`src/core/radio_status_pkg.sv`:
```
// constants for the radio status readback register group
package radio_status_pkg;

    // ********************************************************
    // register offsets
    // ********************************************************
    localparam logic [5:0] OFS_PACKET_AND_PIN_STATUS = 6'h38;
    localparam logic [5:0] OFS_LOOP_CAL_DAC_READBACK = 6'h39;
    localparam logic [5:0] OFS_TRANSMIT_BUFFER_LEVEL = 6'h3a;
    localparam logic [5:0] OFS_RECEIVE_BUFFER_LEVEL = 6'h3b;
    localparam logic [5:0] OFS_SLOW_OSC_CAL_RESULT_HIGH = 6'h3c;
    localparam logic [5:0] OFS_SLOW_OSC_CAL_RESULT_LOW = 6'h3d;

    // ********************************************************
    // field positions and widths
    // ********************************************************
    localparam int BIT_CHECKSUM_OK = 7;
    localparam int BIT_CARRIER_SENSE = 6;
    localparam int BIT_PREAMBLE_QUALITY_MET = 5;
    localparam int BIT_CHANNEL_CLEAR = 4;
    localparam int BIT_FRAME_START = 3;
    localparam int BIT_PIN2_LEVEL = 2;
    localparam int BIT_PIN0_LEVEL = 0;
    localparam int BIT_BUFFER_FLAG = 7;
    localparam int COUNT_W = 7;
    localparam int DATA_W = 8;
    localparam int ADDR_W = 6;
    localparam int STATE_W = 5;

    // ********************************************************
    // radio control state codes
    // ********************************************************
    localparam logic [4:0] ST_IDLE = 5'h01;
    localparam logic [4:0] ST_RX = 5'h0d;
    localparam logic [4:0] ST_RX_END = 5'h0e;
    localparam logic [4:0] ST_RX_RST = 5'h0f;
    localparam logic [4:0] ST_RX_OVERRUN = 5'h11;
    localparam logic [4:0] ST_TX = 5'h13;
    localparam logic [4:0] ST_TX_END = 5'h14;

    // ********************************************************
    // reset values
    // ********************************************************
    localparam logic [7:0] RST_BYTE = 8'h00;
    localparam logic [6:0] RST_COUNT = 7'h00;
    localparam logic [4:0] RST_STATE = 5'h00;

endpackage

```
`src/core/radio_status_readback.sv`:
```
// read-only packet, pin, buffer and calibration status registers
// Behaviour
// - checksum ok set on match, cleared entering rx
// - carrier sense bit, cleared in idle
// - preamble quality held outside rx
// - preamble quality cleared when indicator below threshold
// - frame start set on sync, cleared at end
// - frame start cleared on drop or overrun
// - frame start reads zero while transmitting
// - bit 2 shows pin 2 before inversion
// - bit 0 shows pin 0 before inversion
// - transmit level: underrun bit 7, count 6:0
// - receive level: overrun bit 7, count 6:0
// - loop calibration dac readable, eight bits
// - oscillator cal results in bits 6:0
`timescale 1ns/1ns
module radio_status_readback (
    input wire logic i_clk_sys, // 25 MHz system clock
    input wire logic i_reset_n, // async reset, active low
    input wire logic i_rd_en, // register read strobe
    input wire logic [5:0] i_rd_addr, // register read address
    input wire logic i_wr_en, // register write strobe, only blocks a read
    input wire logic [4:0] i_radio_control_state, // control state code
    input wire logic i_checksum_done, // checksum compared, pulse
    input wire logic i_checksum_match, // checksum result
    input wire logic i_carrier_sense, // carrier sense level
    input wire logic [7:0] i_preamble_quality_indicator, // measured
    input wire logic [7:0] i_preamble_quality_threshold, // programmed
    input wire logic i_channel_clear_flag, // channel assessed clear
    input wire logic i_sync_found, // sync word received, pulse
    input wire logic i_packet_end, // packet finished, pulse
    input wire logic i_packet_dropped, // filtered out, pulse
    input wire logic i_output_pin2_level, // pin 2 before inversion
    input wire logic i_output_pin0_level, // pin 0 before inversion
    input wire logic [7:0] i_loop_cal_dac, // calibration dac setting
    input wire logic i_transmit_buffer_underrun, // tx underrun flag
    input wire logic [6:0] i_transmit_byte_count, // tx bytes held
    input wire logic i_receive_buffer_overrun, // rx overrun flag
    input wire logic [6:0] i_receive_byte_count, // rx bytes held
    input wire logic i_osc_cal_done, // oscillator cal finished, pulse
    input wire logic [6:0] i_osc_cal_high, // cal result, high part
    input wire logic [6:0] i_osc_cal_low, // cal result, low part
    output logic o_rd_valid, // read data valid, pulse
    output logic [7:0] o_rd_data // read data
);

    // ********************************************************
    // helpers
    // ********************************************************
    function automatic logic is_state(input logic [4:0] st,
                                      input logic [4:0] code);
        is_state = (st == code);
    endfunction

    function automatic logic [7:0] flag_count(input logic flag,
                                              input logic [6:0] cnt);
        flag_count = {flag, cnt};
    endfunction

    // ********************************************************
    // state decode
    // ********************************************************
    logic [4:0] prev_state_r;
    wire logic [4:0] st = i_radio_control_state;
    wire logic in_rx = is_state(st, radio_status_pkg::ST_RX);
    wire logic was_rx = is_state(prev_state_r, radio_status_pkg::ST_RX);
    wire logic in_idle = is_state(st, radio_status_pkg::ST_IDLE);
    wire logic in_tx = is_state(st, radio_status_pkg::ST_TX)
                       | is_state(st, radio_status_pkg::ST_TX_END);
    wire logic rx_restart = is_state(st, radio_status_pkg::ST_RX_RST);
    wire logic rx_overrun = is_state(st, radio_status_pkg::ST_RX_OVERRUN);
    wire logic rx_entry = (in_rx & ~was_rx) | rx_restart;
    wire logic rx_family = in_rx
                           | is_state(st, radio_status_pkg::ST_RX_END);

    always_ff @(posedge i_clk_sys or negedge i_reset_n) begin
        if (!i_reset_n) begin
            prev_state_r <= radio_status_pkg::RST_STATE;
        end else begin
            prev_state_r <= st;
        end
    end

    // ********************************************************
    // packet status flags
    // ********************************************************
    logic checksum_ok_r;
    logic carrier_sense_r;
    logic preamble_quality_met_r;
    logic channel_clear_flag_r;
    logic frame_start_flag_r;
    logic output_pin2_level_r;
    logic output_pin0_level_r;

    wire logic checksum_set = i_checksum_done & i_checksum_match;
    wire logic checksum_clr = rx_entry
                              | (i_checksum_done & ~i_checksum_match);
    // set wins so a match in the entry cycle is not lost
    wire logic checksum_ok_nxt = checksum_set
                                 | (checksum_ok_r & ~checksum_clr);

    wire logic carrier_sense_nxt = i_carrier_sense & ~in_idle;

    wire logic pq_below = i_preamble_quality_indicator
                          < i_preamble_quality_threshold;
    // outside rx the flag only holds; only a weak preamble drops it
    wire logic preamble_quality_met_nxt = pq_below ? 1'b0
        : (in_rx ? 1'b1 : preamble_quality_met_r);

    wire logic frame_start_set = i_sync_found & rx_family;
    wire logic frame_start_clr = i_packet_end | i_packet_dropped
                                 | rx_overrun;
    wire logic frame_start_flag_nxt = frame_start_set
        | (frame_start_flag_r & ~frame_start_clr);

    always_ff @(posedge i_clk_sys or negedge i_reset_n) begin
        if (!i_reset_n) begin
            checksum_ok_r <= 1'b0;
            carrier_sense_r <= 1'b0;
            preamble_quality_met_r <= 1'b0;
            channel_clear_flag_r <= 1'b0;
            frame_start_flag_r <= 1'b0;
            output_pin2_level_r <= 1'b0;
            output_pin0_level_r <= 1'b0;
        end else begin
            checksum_ok_r <= checksum_ok_nxt;
            carrier_sense_r <= carrier_sense_nxt;
            preamble_quality_met_r <= preamble_quality_met_nxt;
            channel_clear_flag_r <= i_channel_clear_flag;
            frame_start_flag_r <= frame_start_flag_nxt;
            output_pin2_level_r <= i_output_pin2_level;
            output_pin0_level_r <= i_output_pin0_level;
        end
    end

    // ********************************************************
    // calibration results
    // ********************************************************
    logic [6:0] osc_cal_high_r;
    logic [6:0] osc_cal_low_r;

    // latched only at the end of a run, so a read never sees a
    // partial value while the routine is still searching
    always_ff @(posedge i_clk_sys or negedge i_reset_n) begin
        if (!i_reset_n) begin
            osc_cal_high_r <= radio_status_pkg::RST_COUNT;
            osc_cal_low_r <= radio_status_pkg::RST_COUNT;
        end else if (i_osc_cal_done) begin
            osc_cal_high_r <= i_osc_cal_high;
            osc_cal_low_r <= i_osc_cal_low;
        end
    end

    // ********************************************************
    // read decode
    // ********************************************************
    logic [7:0] packet_and_pin_status;
    always_comb begin
        packet_and_pin_status = radio_status_pkg::RST_BYTE;
        packet_and_pin_status[radio_status_pkg::BIT_CHECKSUM_OK] =
            checksum_ok_r;
        packet_and_pin_status[radio_status_pkg::BIT_CARRIER_SENSE] =
            carrier_sense_r;
        packet_and_pin_status[radio_status_pkg::BIT_PREAMBLE_QUALITY_MET] =
            preamble_quality_met_r;
        packet_and_pin_status[radio_status_pkg::BIT_CHANNEL_CLEAR] =
            channel_clear_flag_r;
        packet_and_pin_status[radio_status_pkg::BIT_FRAME_START] =
            frame_start_flag_r & ~in_tx;
        packet_and_pin_status[radio_status_pkg::BIT_PIN2_LEVEL] =
            output_pin2_level_r;
        packet_and_pin_status[radio_status_pkg::BIT_PIN0_LEVEL] =
            output_pin0_level_r;
    end

    wire logic [7:0] transmit_buffer_level =
        flag_count(i_transmit_buffer_underrun, i_transmit_byte_count);
    wire logic [7:0] receive_buffer_level =
        flag_count(i_receive_buffer_overrun, i_receive_byte_count);
    wire logic [7:0] slow_osc_cal_result_high =
        flag_count(1'b0, osc_cal_high_r);
    wire logic [7:0] slow_osc_cal_result_low =
        flag_count(1'b0, osc_cal_low_r);

    logic [7:0] rd_mux;
    always_comb begin
        case (i_rd_addr)
            radio_status_pkg::OFS_PACKET_AND_PIN_STATUS: begin
                rd_mux = packet_and_pin_status;
            end
            radio_status_pkg::OFS_LOOP_CAL_DAC_READBACK: begin
                rd_mux = i_loop_cal_dac;
            end
            radio_status_pkg::OFS_TRANSMIT_BUFFER_LEVEL: begin
                rd_mux = transmit_buffer_level;
            end
            radio_status_pkg::OFS_RECEIVE_BUFFER_LEVEL: begin
                rd_mux = receive_buffer_level;
            end
            radio_status_pkg::OFS_SLOW_OSC_CAL_RESULT_HIGH: begin
                rd_mux = slow_osc_cal_result_high;
            end
            radio_status_pkg::OFS_SLOW_OSC_CAL_RESULT_LOW: begin
                rd_mux = slow_osc_cal_result_low;
            end
            default: begin
                rd_mux = radio_status_pkg::RST_BYTE;
            end
        endcase
    end

    // writes have no path into any flop here; the strobe is only
    // watched so a write cycle cannot be mistaken for a read
    wire logic rd_take = i_rd_en & ~i_wr_en;

    always_ff @(posedge i_clk_sys or negedge i_reset_n) begin
        if (!i_reset_n) begin
            o_rd_valid <= 1'b0;
            o_rd_data <= radio_status_pkg::RST_BYTE;
        end else begin
            o_rd_valid <= rd_take;
            if (rd_take) begin
                o_rd_data <= rd_mux;
            end
        end
    end
endmodule

```
`config.mk`:
```
export PLATFORM = sky130hd
export DESIGN_NAME = radio_status_readback
export DESIGN_NICKNAME = d
export VERILOG_FILES = /design/src/core/radio_status_pkg.sv /design/src/core/radio_status_readback.sv
export SDC_FILE = /design/constraint.sdc
export NUM_CORES = 1
export LEC_CHECK = 0
export ABC_AREA = 1
export BUFFER_PORTS_ARGS = -buffer_cell sky130_fd_sc_hd__buf_4
export CORE_MARGIN = 2
export CORE_UTILIZATION = 42
export CTS_CLUSTER_SIZE = 12
export DETAILED_ROUTE_END_ITERATION = 7
export GPL_TIMING_DRIVEN = 0
export PLACE_DENSITY_LB_ADDON = 0.25
export SLEW_MARGIN = 30
export SYNTH_ARGS = -nofsm -noshare
export SYNTH_HDL_FRONTEND = slang
export SYNTH_SLANG_ARGS = --single-unit
export TNS_END_PERCENT = 1
```
`constraint.sdc`:
```
create_clock -name i_clk_sys -period 1 [get_ports i_clk_sys]
set_clock_uncertainty 0.2 [all_clocks]
set_input_delay 0.1 -clock i_clk_sys [delete_from_list [all_inputs] [get_ports i_clk_sys]]
set_output_delay 0.1 -clock i_clk_sys [all_outputs]
set_load 0.05 [all_outputs]
```
## After elaboration in Yosys (flattened, before gate mapping)

Index checks and enable logic that the tools add are counted.

- Add/subtract/negate cells: 0
- Multiply operators: 0
- Div/mod/pow operators: 0
- Order comparisons: 1
- Eq/ne operators: 14
- Shift operators: 0
- Muxes and demuxes: 3
- Bitwise gates (word level): 24
- Reductions and logical operators: 1

Operators with widths:

| cell | count |
|---|---|
| $pmux 8 s6 | 1 |
| $eq 6x6->1 const B | 6 |
| $eq 5x4->1 const B | 4 |
| $eq 5x5->1 const B | 3 |
| $and 1x1->1 | 9 |
| $lt 8x8->1 | 1 |
| $or 1x1->1 | 8 |
| $not 1->1 | 7 |
| $eq 5x1->1 const B | 1 |
| $mux 1 | 2 |
| $reduce_bool 2->1 | 1 |

- Register bits: 35
- Bits in latches: 0
- Memory bits (writable): 0
- ROM bits: 0
- Output and inout port bits: 9
- Memories kept: 0

## Depth between registers and ports, before layout

Gate-level depths: netlist of run 1.

- Depth in word-level cells: 8
- Mapped depth: 10
- Mapped depth without buffers: 9

## Worst setup path after synthesis of run 1

Ideal clock, no wire load.

- Kind: input port to flip-flop
- Start point: input port i_rd_addr[2]
- End point: register o_rd_data[1]
- Library setup time: 0.123 ns
- Arrival time: 0.758 ns
- Required time: 0.677 ns
- Path slack: -0.081 ns
- Stages on the path: 6
- Path buffers: 0
- Path through: nand2_1 > clkinv_1 > nand3_1 > o21ai_0 > o21ai_0 > nand2_1

- Longest elaborated chain between the ends: 2
- Elaborated cells on any way between the ends: 7
- Those cells by class: eq/ne: 6; mux: 1

Ends and longest elaborated chain:

| item | line | RTL |
|---|---|---|
| start: declaration | radio_status_readback.sv:21 | `input wire logic [5:0] i_rd_addr,` |
| $eq 6x6->1 | radio_status_readback.sv:187 | `case (i_rd_addr)` |
| $pmux 8 s6 (*) | radio_status_readback.sv:187 |  |
| end signal: assignment | radio_status_readback.sv:219 | `o_rd_data <= radio_status_pkg::RST_BYTE;` |
| end signal: assignment | radio_status_readback.sv:223 | `o_rd_data <= rd_mux;` |
| end: declaration | radio_status_readback.sv:44 | `output logic [7:0] o_rd_data` |

Mark *: on every way between the ends. The rest lies on a longest branch, timed or not.
A chain may end at the register's enable or synchronous reset.

## Worst setup path after layout of run 1

- Start point: register o_rd_data[6]
- End point: output port o_rd_data[6]

No word-level cell between the ends.

==> results of run 1 <==
layout by cell type (no fill, tap or decap), drive strengths merged:
| cell | netlist | layout |
|---|---|---|
| o21a | 1 | 1 |
| mux2 | 8 | 8 |
| dlygate4sd3 | 0 | 15 |
| o21ai | 17 | 17 |
| dfrtp | 35 | 35 |
| clkinv | 1 | 2 |
| nand3 | 29 | 29 |
| nor2 | 37 | 37 |
| o31ai | 1 | 1 |
| inv | 34 | 34 |
| bufinv | 0 | 1 |
| clkbuf | 1 | 7 |
| nand4 | 6 | 6 |
| o211ai | 1 | 1 |
| nor3b | 1 | 1 |
| nand2 | 55 | 55 |
| nor3 | 1 | 1 |
| a21oi | 9 | 9 |
| ha | 7 | 7 |
| buf | 3 | 89 |
power groups by stage:
stage / sequential, mW / combinational (mW) / clock, mW
3_3_place_gp: 1.60 / 0.740 / 0
6_report: 1.59 / 0.822 / 1.33
4_1_cts: 1.59 / 0.820 / 1.35
2_1_floorplan: 1.71 / 0.248 / 0
5_1_grt: 1.60 / 0.906 / 1.40
3_5_place_dp: 1.61 / 0.752 / 0
final cells by class:
| class | instances | area [µm²] |
|---|---|---|
| buffer | 4 | 25.02 |
| sequential | 35 | 884.6 |
| clock buffer | 6 | 82.58 |
| tap | 52 | 65.06 |
| fill | 374 | 1379 |
| timing repair buffer | 101 | 829.5 |
| inverter | 35 | 140.1 |
| multi-input combinational | 173 | 913.4 |
| clock inverter | 2 | 35.03 |
logic make-up after synthesis:
group,synth area share
and+or+nand+nor,0.2874
buffers and inverters,0.08005
DFF,0.4593
AOI/OAI and AO/OA,0.08005
muxes,0.04725
adders and majority gates,0.04593
repair_timing:
| action | 4_1_cts | 5_1_grt |
|---|---|---|
| resized for setup | 14 | 2 |
| setup endpoints to repair | 18 | 20 |
| hold endpoints to repair | 68 | 18 |
| pin swaps | 2 | 0 |
| hold buffers | 14 | 1 |
worst paths after layout:
kind                                          startpoint                            to  slack, ps  depth (start not counted)
max                             o_rd_data[6]$_DFFE_PN0P_                  o_rd_data[6]       -160                          1
max reg2reg                osc_cal_high_r[3]$_DFFE_PN0P_      o_rd_data[3]$_DFFE_PN0P_       -100                          6
min in group asynchronous                      i_reset_n  osc_cal_low_r[6]$_DFFE_PN0P_         90                          2
max in group asynchronous                      i_reset_n      o_rd_data[4]$_DFFE_PN0P_        160                          2
min reg2reg                     o_rd_data[1]$_DFFE_PN0P_      o_rd_data[1]$_DFFE_PN0P_        300                          2
min                             i_radio_control_state[3]     prev_state_r[3]$_DFF_PN0_       -260                          1
state kept, by name, summed over array words and instances, names as in the netlist:
name / cells
prev_state_r: 5
frame_start_flag_r: 1
osc_cal_high_r: 7
o_rd_data: 8
checksum_ok_r: 1
o_rd_valid: 1
output_pin2_level_r: 1
channel_clear_flag_r: 1
preamble_quality_met_r: 1
osc_cal_low_r: 7
carrier_sense_r: 1
output_pin0_level_r: 1
per-layer routing:
layer | track usage | wire length [µm] | share of wire
met5 | 0 | 0 | 0
met4 | 0.06918 | 69 | 0.013
met3 | 0.07454 | 453 | 0.087
met2 | 0.3704 | 2544 | 0.49
met1 | 0.2708 | 2158 | 0.41
==> impl_metrics.toml, run 1 <==
[status]
status = "complete, but fails checks"
violations = "negative hold slack, negative setup slack"

[route]
drc = 0
route.antenna.remaining_nets = 0
dr.pass1.iters = 4
drt_iter0_drc = 126
avgViaCountPerCell = 4.843
routed_wl_um = 5226
routedWlPerCell_um = 12.81
num_vias = 1976

[placement]
detailedPlacementHpwl_um = 3941
post-place-ws_ps = -360.1
gp_congestion = 0.8304
dpl_cells = 385
place_area_um2 = 2664
port-buffer-count = 86

[power_and_ir_drop]
vdd_drop_max_v = 0.0006482
report.power.total_mw = 3.736
pwr-share-comb = 0.220
power_density_nw_per_um2 = 1256
power_report.internal_total_mw = 2.747
clkPwrFrac = 0.355
total_switching_power_mw = 0.9883
leakage_nw = 1.562
netSwitchingFraction = 0.2645
seqPwrFrac = 0.425

[cts]
numCtsBuffers = 5
worstSkewPairLatency_ps = 290
cts_post_setup_buffers_inserted = 0
clk_transition_reported_paths_ps = 70
ctsHtreeMaxLevel = 2
clock_sink_count = 35
cts_root_buf = "sky130_fd_sc_hd__clkbuf_8"
tritoncts = "yes"
clock_tree.buffer_depth = 2

[sta]
final.hold.worst_slack_ps = -264.8
hold_violations = 27
setup_slack_ps = -163.6
timing.final.max_slew_violations = 0
rsz0062_at_grt = "true"
fmax_mhz = 859.4
final.period_utilization = 1.164
final_period_minus_worst_setup_slack_ps = 1164
worst_slew_margin_rel = 0.7062
finalSetupViolations = 18
fin_tns_setup_ps = -1863
worstMarginPinSlew_ps = 440.6

[final_layout]
n_antenna_cell = 0
drive_above_1_share = 0.3596
number_of_nets_in_the_layout = 441
final_instance_area_um2 = 2975
area_growth_syn_to_layout_pct = 56.04
layoutNonFillerInstCount = 408
post-route-util = 0.6833

[yosys]
ys_seq_elements = 35
commonest_cells_in_the_netlist = "sky130_fd_sc_hd__nand2_1, sky130_fd_sc_hd__dfrtp_1, sky130_fd_sc_hd__nor2_1"
synth.yosys.warnings = 0
async_flop_share = 1.000
synth.net_count = 333
ys_seq_area_frac = 0.4593
syn-instance-count = 247
synth_top_area_share = 0.4593
synth.largest_area_cell = "sky130_fd_sc_hd__dfrtp_1"
mappedNetlistArea_um2 = 1907
flip_flop_cell_with_the_highest_count_after_synthesis = "sky130_fd_sc_hd__dfrtp_1"
ys_top_cells_by_area = "sky130_fd_sc_hd__dfrtp_1, sky130_fd_sc_hd__nand2_1, sky130_fd_sc_hd__nand3_1"
yosys.cell_types.count = 22
post-synth-top-count-cell = "sky130_fd_sc_hd__nand2_1"
synth_enable_flop_cells = 0
synth.avg_cell_area_um2 = 7.720

[floorplan]
die_area_um2 = 5095
initial_cell_density_of_the_core = 0.4379
io_pins = 88
die_width_um = 71.38
die_height_um = 71.38
fp.coreArea_um2 = 4354
row_count = 24

[setup_path]
critPathMaxStageDelay_ps = 410
critical-path-top-delay-family = "flip-flops"
path_max_fanout = 2
slowest_stage = "sky130_fd_sc_hd__dfrtp_2"
crit_chain = "buf_6"
worst-setup-path-type = "flip-flop to output port"
cp-end-kind = "output port"
worst_ep_required_time_ps = 700
critical_path_arrival_ps = 860
cp.buffers_inverters = 1
crit_path_start_kind = "flip-flop"

[global_routing]
first_pass_grt_wire_length_um = 8763
grt_pass1_vias = 1972
grt_usage = 0.2215
grt_antenna_before_repair = 0
maximum_number_of_pins_on_one_net_before_global_route_repair = 36
grt_overflow = 0

[worst_hold_path]
holdCritPathClass = "input pin to flip-flop"

[job]
timing.max_cap.violations = 0
No activity file was read; power rests on OpenSTA's default activity.
==> run 2, diff against run 1 <==
--- a/config.mk
+++ b/config.mk
@@ -8,7 +8,7 @@
 export ABC_AREA = 1
 export BUFFER_PORTS_ARGS = -buffer_cell sky130_fd_sc_hd__buf_4
 export CORE_MARGIN = 2
-export CORE_UTILIZATION = 42
+export CORE_UTILIZATION = 30
 export CTS_CLUSTER_SIZE = 12
 export DETAILED_ROUTE_END_ITERATION = 7
 export GPL_TIMING_DRIVEN = 0
==> impl_metrics.toml, run 2 (synthesis results as in run 1) <==
[sta]
hold_violations = 19
setup_slack_ps = -150.8
finalSetupViolations = 17
worst_slew_margin_rel = 0.7055
final.period_utilization = 1.151
final.hold.worst_slack_ps = -245.8
worstMarginPinSlew_ps = 441.7
fin_tns_setup_ps = -1739
fmax_mhz = 868.9
rsz0062_at_grt = "true"
timing.final.max_slew_violations = 0
final_period_minus_worst_setup_slack_ps = 1151

[power_and_ir_drop]
clkPwrFrac = 0.282
vdd_drop_max_v = 0.0005732
power_density_nw_per_um2 = 1131
seqPwrFrac = 0.472
leakage_nw = 1.538
power_report.internal_total_mw = 2.429
netSwitchingFraction = 0.2771
pwr-share-comb = 0.246
total_switching_power_mw = 0.9308

[final_layout]
area_growth_syn_to_layout_pct = 55.71
largest_register = "o_rd_data"
regArea_um2 = 884.6
number_of_nets_in_the_layout = 440
post-route-util = 0.4757
layoutNonFillerInstCount = 432
top_library_cells_by_usage_in_the_layout_fill_and_taps_aside = "sky130_fd_sc_hd__buf_4, sky130_fd_sc_hd__nand2_1, sky130_fd_sc_hd__nor2_1"
final_common_cell = "sky130_fd_sc_hd__buf_4"
reg.largest.list = "o_rd_data (8), osc_cal_high_r (7), osc_cal_low_r (7)"
area_occupied_by_multi_input_gates_um2 = 919.6
drive_above_1_share = 0.3606
largest_register_ffs = 8
n_antenna_cell = 0
fillers = 642

[route]
drt_iter0_drc = 51
routedWlPerCell_um = 12.51
drc = 0
met3_length_um = 438
maxUsedRoutingLayer = "met4"
avgViaCountPerCell = 4.639
num_vias = 2004
dr.pass1.iters = 4
detail_route.wirelength.met1_um = 2208
wl_met2_um = 2623
route.antenna.remaining_nets = 0
routed_wl_um = 5405

[placement]
dpl_cells = 410
detailedPlacementHpwl_um = 4243
port-buffer-count = 86
gp_congestion = 0.8698

[floorplan]
fp.coreArea_um2 = 6241
initial_cell_density_of_the_core = 0.3055
die_height_um = 83.73
die_area_um2 = 7010
die_width_um = 83.73
io_pins = 88
row_count = 29

[status]
violations = "negative hold slack, negative setup slack"
status = "complete, but fails checks"

[cts]
cts_root_buf = "sky130_fd_sc_hd__clkbuf_8"
tritoncts = "yes"
clock_tree.buffer_depth = 2
clock_sink_count = 35
ctsHtreeMaxLevel = 2
numCtsBuffers = 5
worstSkewPairLatency_ps = 280
clk_transition_reported_paths_ps = 60
holdBufCountCts = 14

[setup_path]
rrSetupSlack_ps = -110
crit_chain = "buf_6"
cp-end-kind = "output port"
worst_ep_required_time_ps = 700
critical-path-top-delay-family = "flip-flops"
critPathMaxStageDelay_ps = 420
slowest_stage = "sky130_fd_sc_hd__dfrtp_2"
cp.buffers_inverters = 1
critical_path_arrival_ps = 850
crit_path_start_kind = "flip-flop"
path_max_fanout = 2
worst-setup-path-type = "flip-flop to output port"

[worst_hold_path]
holdCritPathClass = "input pin to flip-flop"

[job]
timing.max_cap.violations = 0

[global_routing]
grt_pass1_vias = 2070
first_pass_grt_wire_length_um = 9121
grt_usage = 0.1643
grt_antenna_before_repair = 0
grt_overflow = 0
maximum_number_of_pins_on_one_net_before_global_route_repair = 36
## run 2: power by group through the flow
stage | Clock (mW) | Combinational (mW) | Sequential [mW]
floorplan | 0 | 0.248 | 1.71
global placement | 0 | 0.751 | 1.60
detailed placement | 0 | 0.763 | 1.60
CTS | 0.997 | 0.834 | 1.59
global route | 1.05 | 0.912 | 1.60
finish | 0.948 | 0.826 | 1.59
## run 2: final timing paths
check | startpoint | to | depth (start not counted)
setup / recovery | o_rd_data[5]$_DFFE_PN0P_ | o_rd_data[5] | 1
hold / removal | i_radio_control_state[0] | prev_state_r[0]$_DFF_PN0_ | 1
setup reg to reg | frame_start_flag_r$_DFF_PN0_ | o_rd_data[3]$_DFFE_PN0P_ | 6
hold reg to reg | o_rd_data[1]$_DFFE_PN0P_ | o_rd_data[1]$_DFFE_PN0P_ | 2
max in group asynchronous | i_reset_n | o_rd_data[6]$_DFFE_PN0P_ | 2
min in group asynchronous | i_reset_n | osc_cal_high_r[5]$_DFFE_PN0P_ | 2
## run 2: cell type report
| class | count | area share |
|---|---|---|
| Timing Repair Buffer | 100 | 0.2760 |
| Sequential cell | 35 | 0.2979 |
| Clock buffer | 7 | 0.02571 |
| Clock inverter | 1 | 0.001686 |
| Inverter | 35 | 0.04720 |
| Buffer | 4 | 0.009271 |
| Multi-Input combinational cell | 173 | 0.3097 |
| Tap cell | 77 | 0.03245 |
## run 2: metrics by stage
stage               hold slack [ps]  cell area [µm²]  setup slack, ps  power, mW
global route                 -265.0             2969           -222.9      3.559
floorplan                    -395.6             1953           -35.70      1.955
global placement             -121.4             2695           -373.1      2.352
CTS                          -257.1             2958           -169.9      3.417
finish                       -245.8             2969           -150.8      3.359
detailed placement           -117.3             2695           -423.2      2.368
## run 2: timing repair
action,4_1_cts,5_1_grt
endpoints found under the setup margin,18,19
buffers inserted,0,0
hold endpoints to repair,66,18
pin swaps,1,0
gates resized for setup,18,4
cloned,0,0
## run 2: per-layer routing
| metal | vias to the layer above | global-route usage |
|---|---|---|
| met3 | 11 | 0.05836 |
| met4 | 0 | 0.05572 |
| met5 | - | 0 |
| li1 | 1012 | - |
| met2 | 68 | 0.2822 |
| met1 | 913 | 0.1899 |
==> run 3, diff against run 2 <==
--- a/config.mk
+++ b/config.mk
@@ -7,12 +7,13 @@
 export LEC_CHECK = 0
 export ABC_AREA = 1
 export BUFFER_PORTS_ARGS = -buffer_cell sky130_fd_sc_hd__buf_4
-export CORE_MARGIN = 2
+export CORE_MARGIN = 8
 export CORE_UTILIZATION = 30
 export CTS_CLUSTER_SIZE = 12
 export DETAILED_ROUTE_END_ITERATION = 7
 export GPL_TIMING_DRIVEN = 0
 export PLACE_DENSITY_LB_ADDON = 0.25
+export RECOVER_POWER = 25
 export SLEW_MARGIN = 30
 export SYNTH_ARGS = -nofsm -noshare
 export SYNTH_HDL_FRONTEND = slang
==> impl_metrics.toml, run 3 (synthesis results as in run 1) <==
[final_layout]
area_growth_syn_to_layout_pct = 57.94
reg.largest.list = "o_rd_data (8), osc_cal_high_r (7), osc_cal_low_r (7)"
n_antenna_cell = 0
number_of_nets_in_the_layout = 444
largest_register = "o_rd_data"
largest_register_ffs = 8
drive_above_1_share = 0.3510
final_common_cell = "sky130_fd_sc_hd__buf_4"
final_instance_area_um2 = 3012
top_library_cells_by_usage_in_the_layout_fill_and_taps_aside = "sky130_fd_sc_hd__buf_4, sky130_fd_sc_hd__nand2_1, sky130_fd_sc_hd__nor2_1"

[job]
timing.max_cap.violations = 0

[floorplan]
io_pins = 88
die_width_um = 95.73
fp.coreArea_um2 = 6241
die_height_um = 95.73
die_area_um2 = 9163
initial_cell_density_of_the_core = 0.3055
row_count = 29

[route]
dr.pass1.iters = 4
routedWlPerCell_um = 13.82
route.antenna.remaining_nets = 0
drc = 0
routed_wl_um = 6026
num_vias = 2022
avgViaCountPerCell = 4.638
drt_iter0_drc = 58

[setup_path]
worst_ep_required_time_ps = 700
critical_path_arrival_ps = 850
worst-setup-path-type = "flip-flop to output port"
cp_num_cells = 1
slowest_stage = "sky130_fd_sc_hd__dfrtp_2"
critPathMaxStageDelay_ps = 410
critical-path-top-delay-family = "flip-flops"
r2r_end = "o_rd_data[3]$_DFFE_PN0P_"
path_max_fanout = 2
crit_path_start_kind = "flip-flop"
crit_chain = "buf_6"
worst-r2r-cell-count = 6
cp.buffers_inverters = 1
cp-end-kind = "output port"
rr_startpoint = "osc_cal_high_r[3]$_DFFE_PN0P_"
rrSetupSlack_ps = -90

[sta]
final_period_minus_worst_setup_slack_ps = 1149
worstMarginPinSlew_ps = 499.3
final.hold.worst_slack_ps = -218.5
worst_slew_margin_rel = 0.6671
setup_slack_ps = -148.9
hold_violations = 14
rsz0062_at_grt = "true"
finalSetupViolations = 19
timing.final.max_slew_violations = 0
final.period_utilization = 1.149
fmax_mhz = 870.4

[global_routing]
grt_overflow = 0
grt_pass1_vias = 2087
first_pass_grt_wire_length_um = 9625
maximum_number_of_pins_on_one_net_before_global_route_repair = 36
grt_antenna_before_repair = 0
grt_usage = 0.1341

[cts]
numCtsBuffers = 5
tritoncts = "yes"
ctsHtreeMaxLevel = 2
worstSkewPairLatency_ps = 280
clock_sink_count = 35
clock_tree.buffer_depth = 2
clk_transition_reported_paths_ps = 70
cts_root_buf = "sky130_fd_sc_hd__clkbuf_8"

[placement]
post-place-ws_ps = -360.6
gp_congestion = 0.8775
place_area_um2 = 2695
port-buffer-count = 86
detailedPlacementHpwl_um = 4775

[power_and_ir_drop]
leakage_nw = 1.548
vdd_drop_max_v = 0.0005137
report.power.total_mw = 3.453
power_density_nw_per_um2 = 1147

[worst_hold_path]
timing.hold.worst_path_depth = 1
endpoint_of_the_worst_hold_timing_path = "prev_state_r[0]$_DFF_PN0_"
hp-start = "i_radio_control_state[0]"
holdCritPathClass = "input pin to flip-flop"

[status]
status = "complete, but fails checks"
violations = "negative hold slack, negative setup slack"
## run 3: changes by cell type in the layout (fill, tap and decap cells not counted), moves of 2 or more
| cell | delta |
|---|---|
| sky130_fd_sc_hd__nand3_1 | -2 |
| sky130_fd_sc_hd__clkbuf_1 | +4 |
| sky130_fd_sc_hd__nand3_2 | +2 |
| sky130_fd_sc_hd__clkbuf_4 | +6 |
| sky130_fd_sc_hd__dlygate4sd3_1 | +4 |
| sky130_fd_sc_hd__buf_4 | -11 |
## run 3: what timing repair did
action / in CTS / in global routing
buffers inserted: 0 / 0
endpoints found under the hold margin: 64 / 15
hold buffers: 14 / 4
resized for setup: 14 / 10
endpoints found under the setup margin: 18 / 21
pin swaps: 1 / 3
## run 3: power by group
group	internal (mW)	switching (mW)	leakage, nW
Sequential	1.53	0.0515	0.417
Clock	0.555	0.473	0.0482
Combinational	0.412	0.432	1.08
Total	2.50	0.956	1.55
## run 3: worst max path at each step
stage                                  start                  endpoint  slack, ps
floorplan                       i_rd_addr[1]  o_rd_data[2]$_DFFE_PN0P_        -40
global placement                i_rd_addr[2]  o_rd_data[2]$_DFFE_PN0P_       -350
detailed placement              i_rd_addr[2]  o_rd_data[2]$_DFFE_PN0P_       -360
CTS                 o_rd_data[6]$_DFFE_PN0P_              o_rd_data[6]       -160
global route        o_rd_data[5]$_DFFE_PN0P_              o_rd_data[5]       -180
finish              o_rd_data[6]$_DFFE_PN0P_              o_rd_data[6]       -150
## run 3: layout make-up
cell class                 instances  area [µm²]
tap                               77       96.34
clock buffer                       7       86.33
timing repair buffer             104       840.8
buffer                             4       27.53
inverter                          35       140.1
clock inverter                     1       5.005
multi-input combinational        173       930.9
fill                             657        3229
sequential                        35       884.6
## run 3: stage by stage
step                      cells  utilization  hold WS (ps)  setup TNS [ps]
after detailed placement    410       0.4318        -116.6           -3360
after global placement      410       0.4318        -122.6           -3218
after floorplan             247            -        -395.6          -127.7
after CTS                   432       0.4743        -259.2           -1843
after global routing        436       0.4826        -215.1           -2869
final                       436       0.4826        -218.5           -1799
## run 3: layer usage
metal | track usage | up-vias | wire length (µm)
met3 | 0.04290 | 9 | 522
met5 | 0 | - | 0
met4 | 0.04866 | 0 | 107
met1 | 0.1623 | 927 | 2433
met2 | 0.2189 | 64 | 2963
li1 | - | 1022 | -
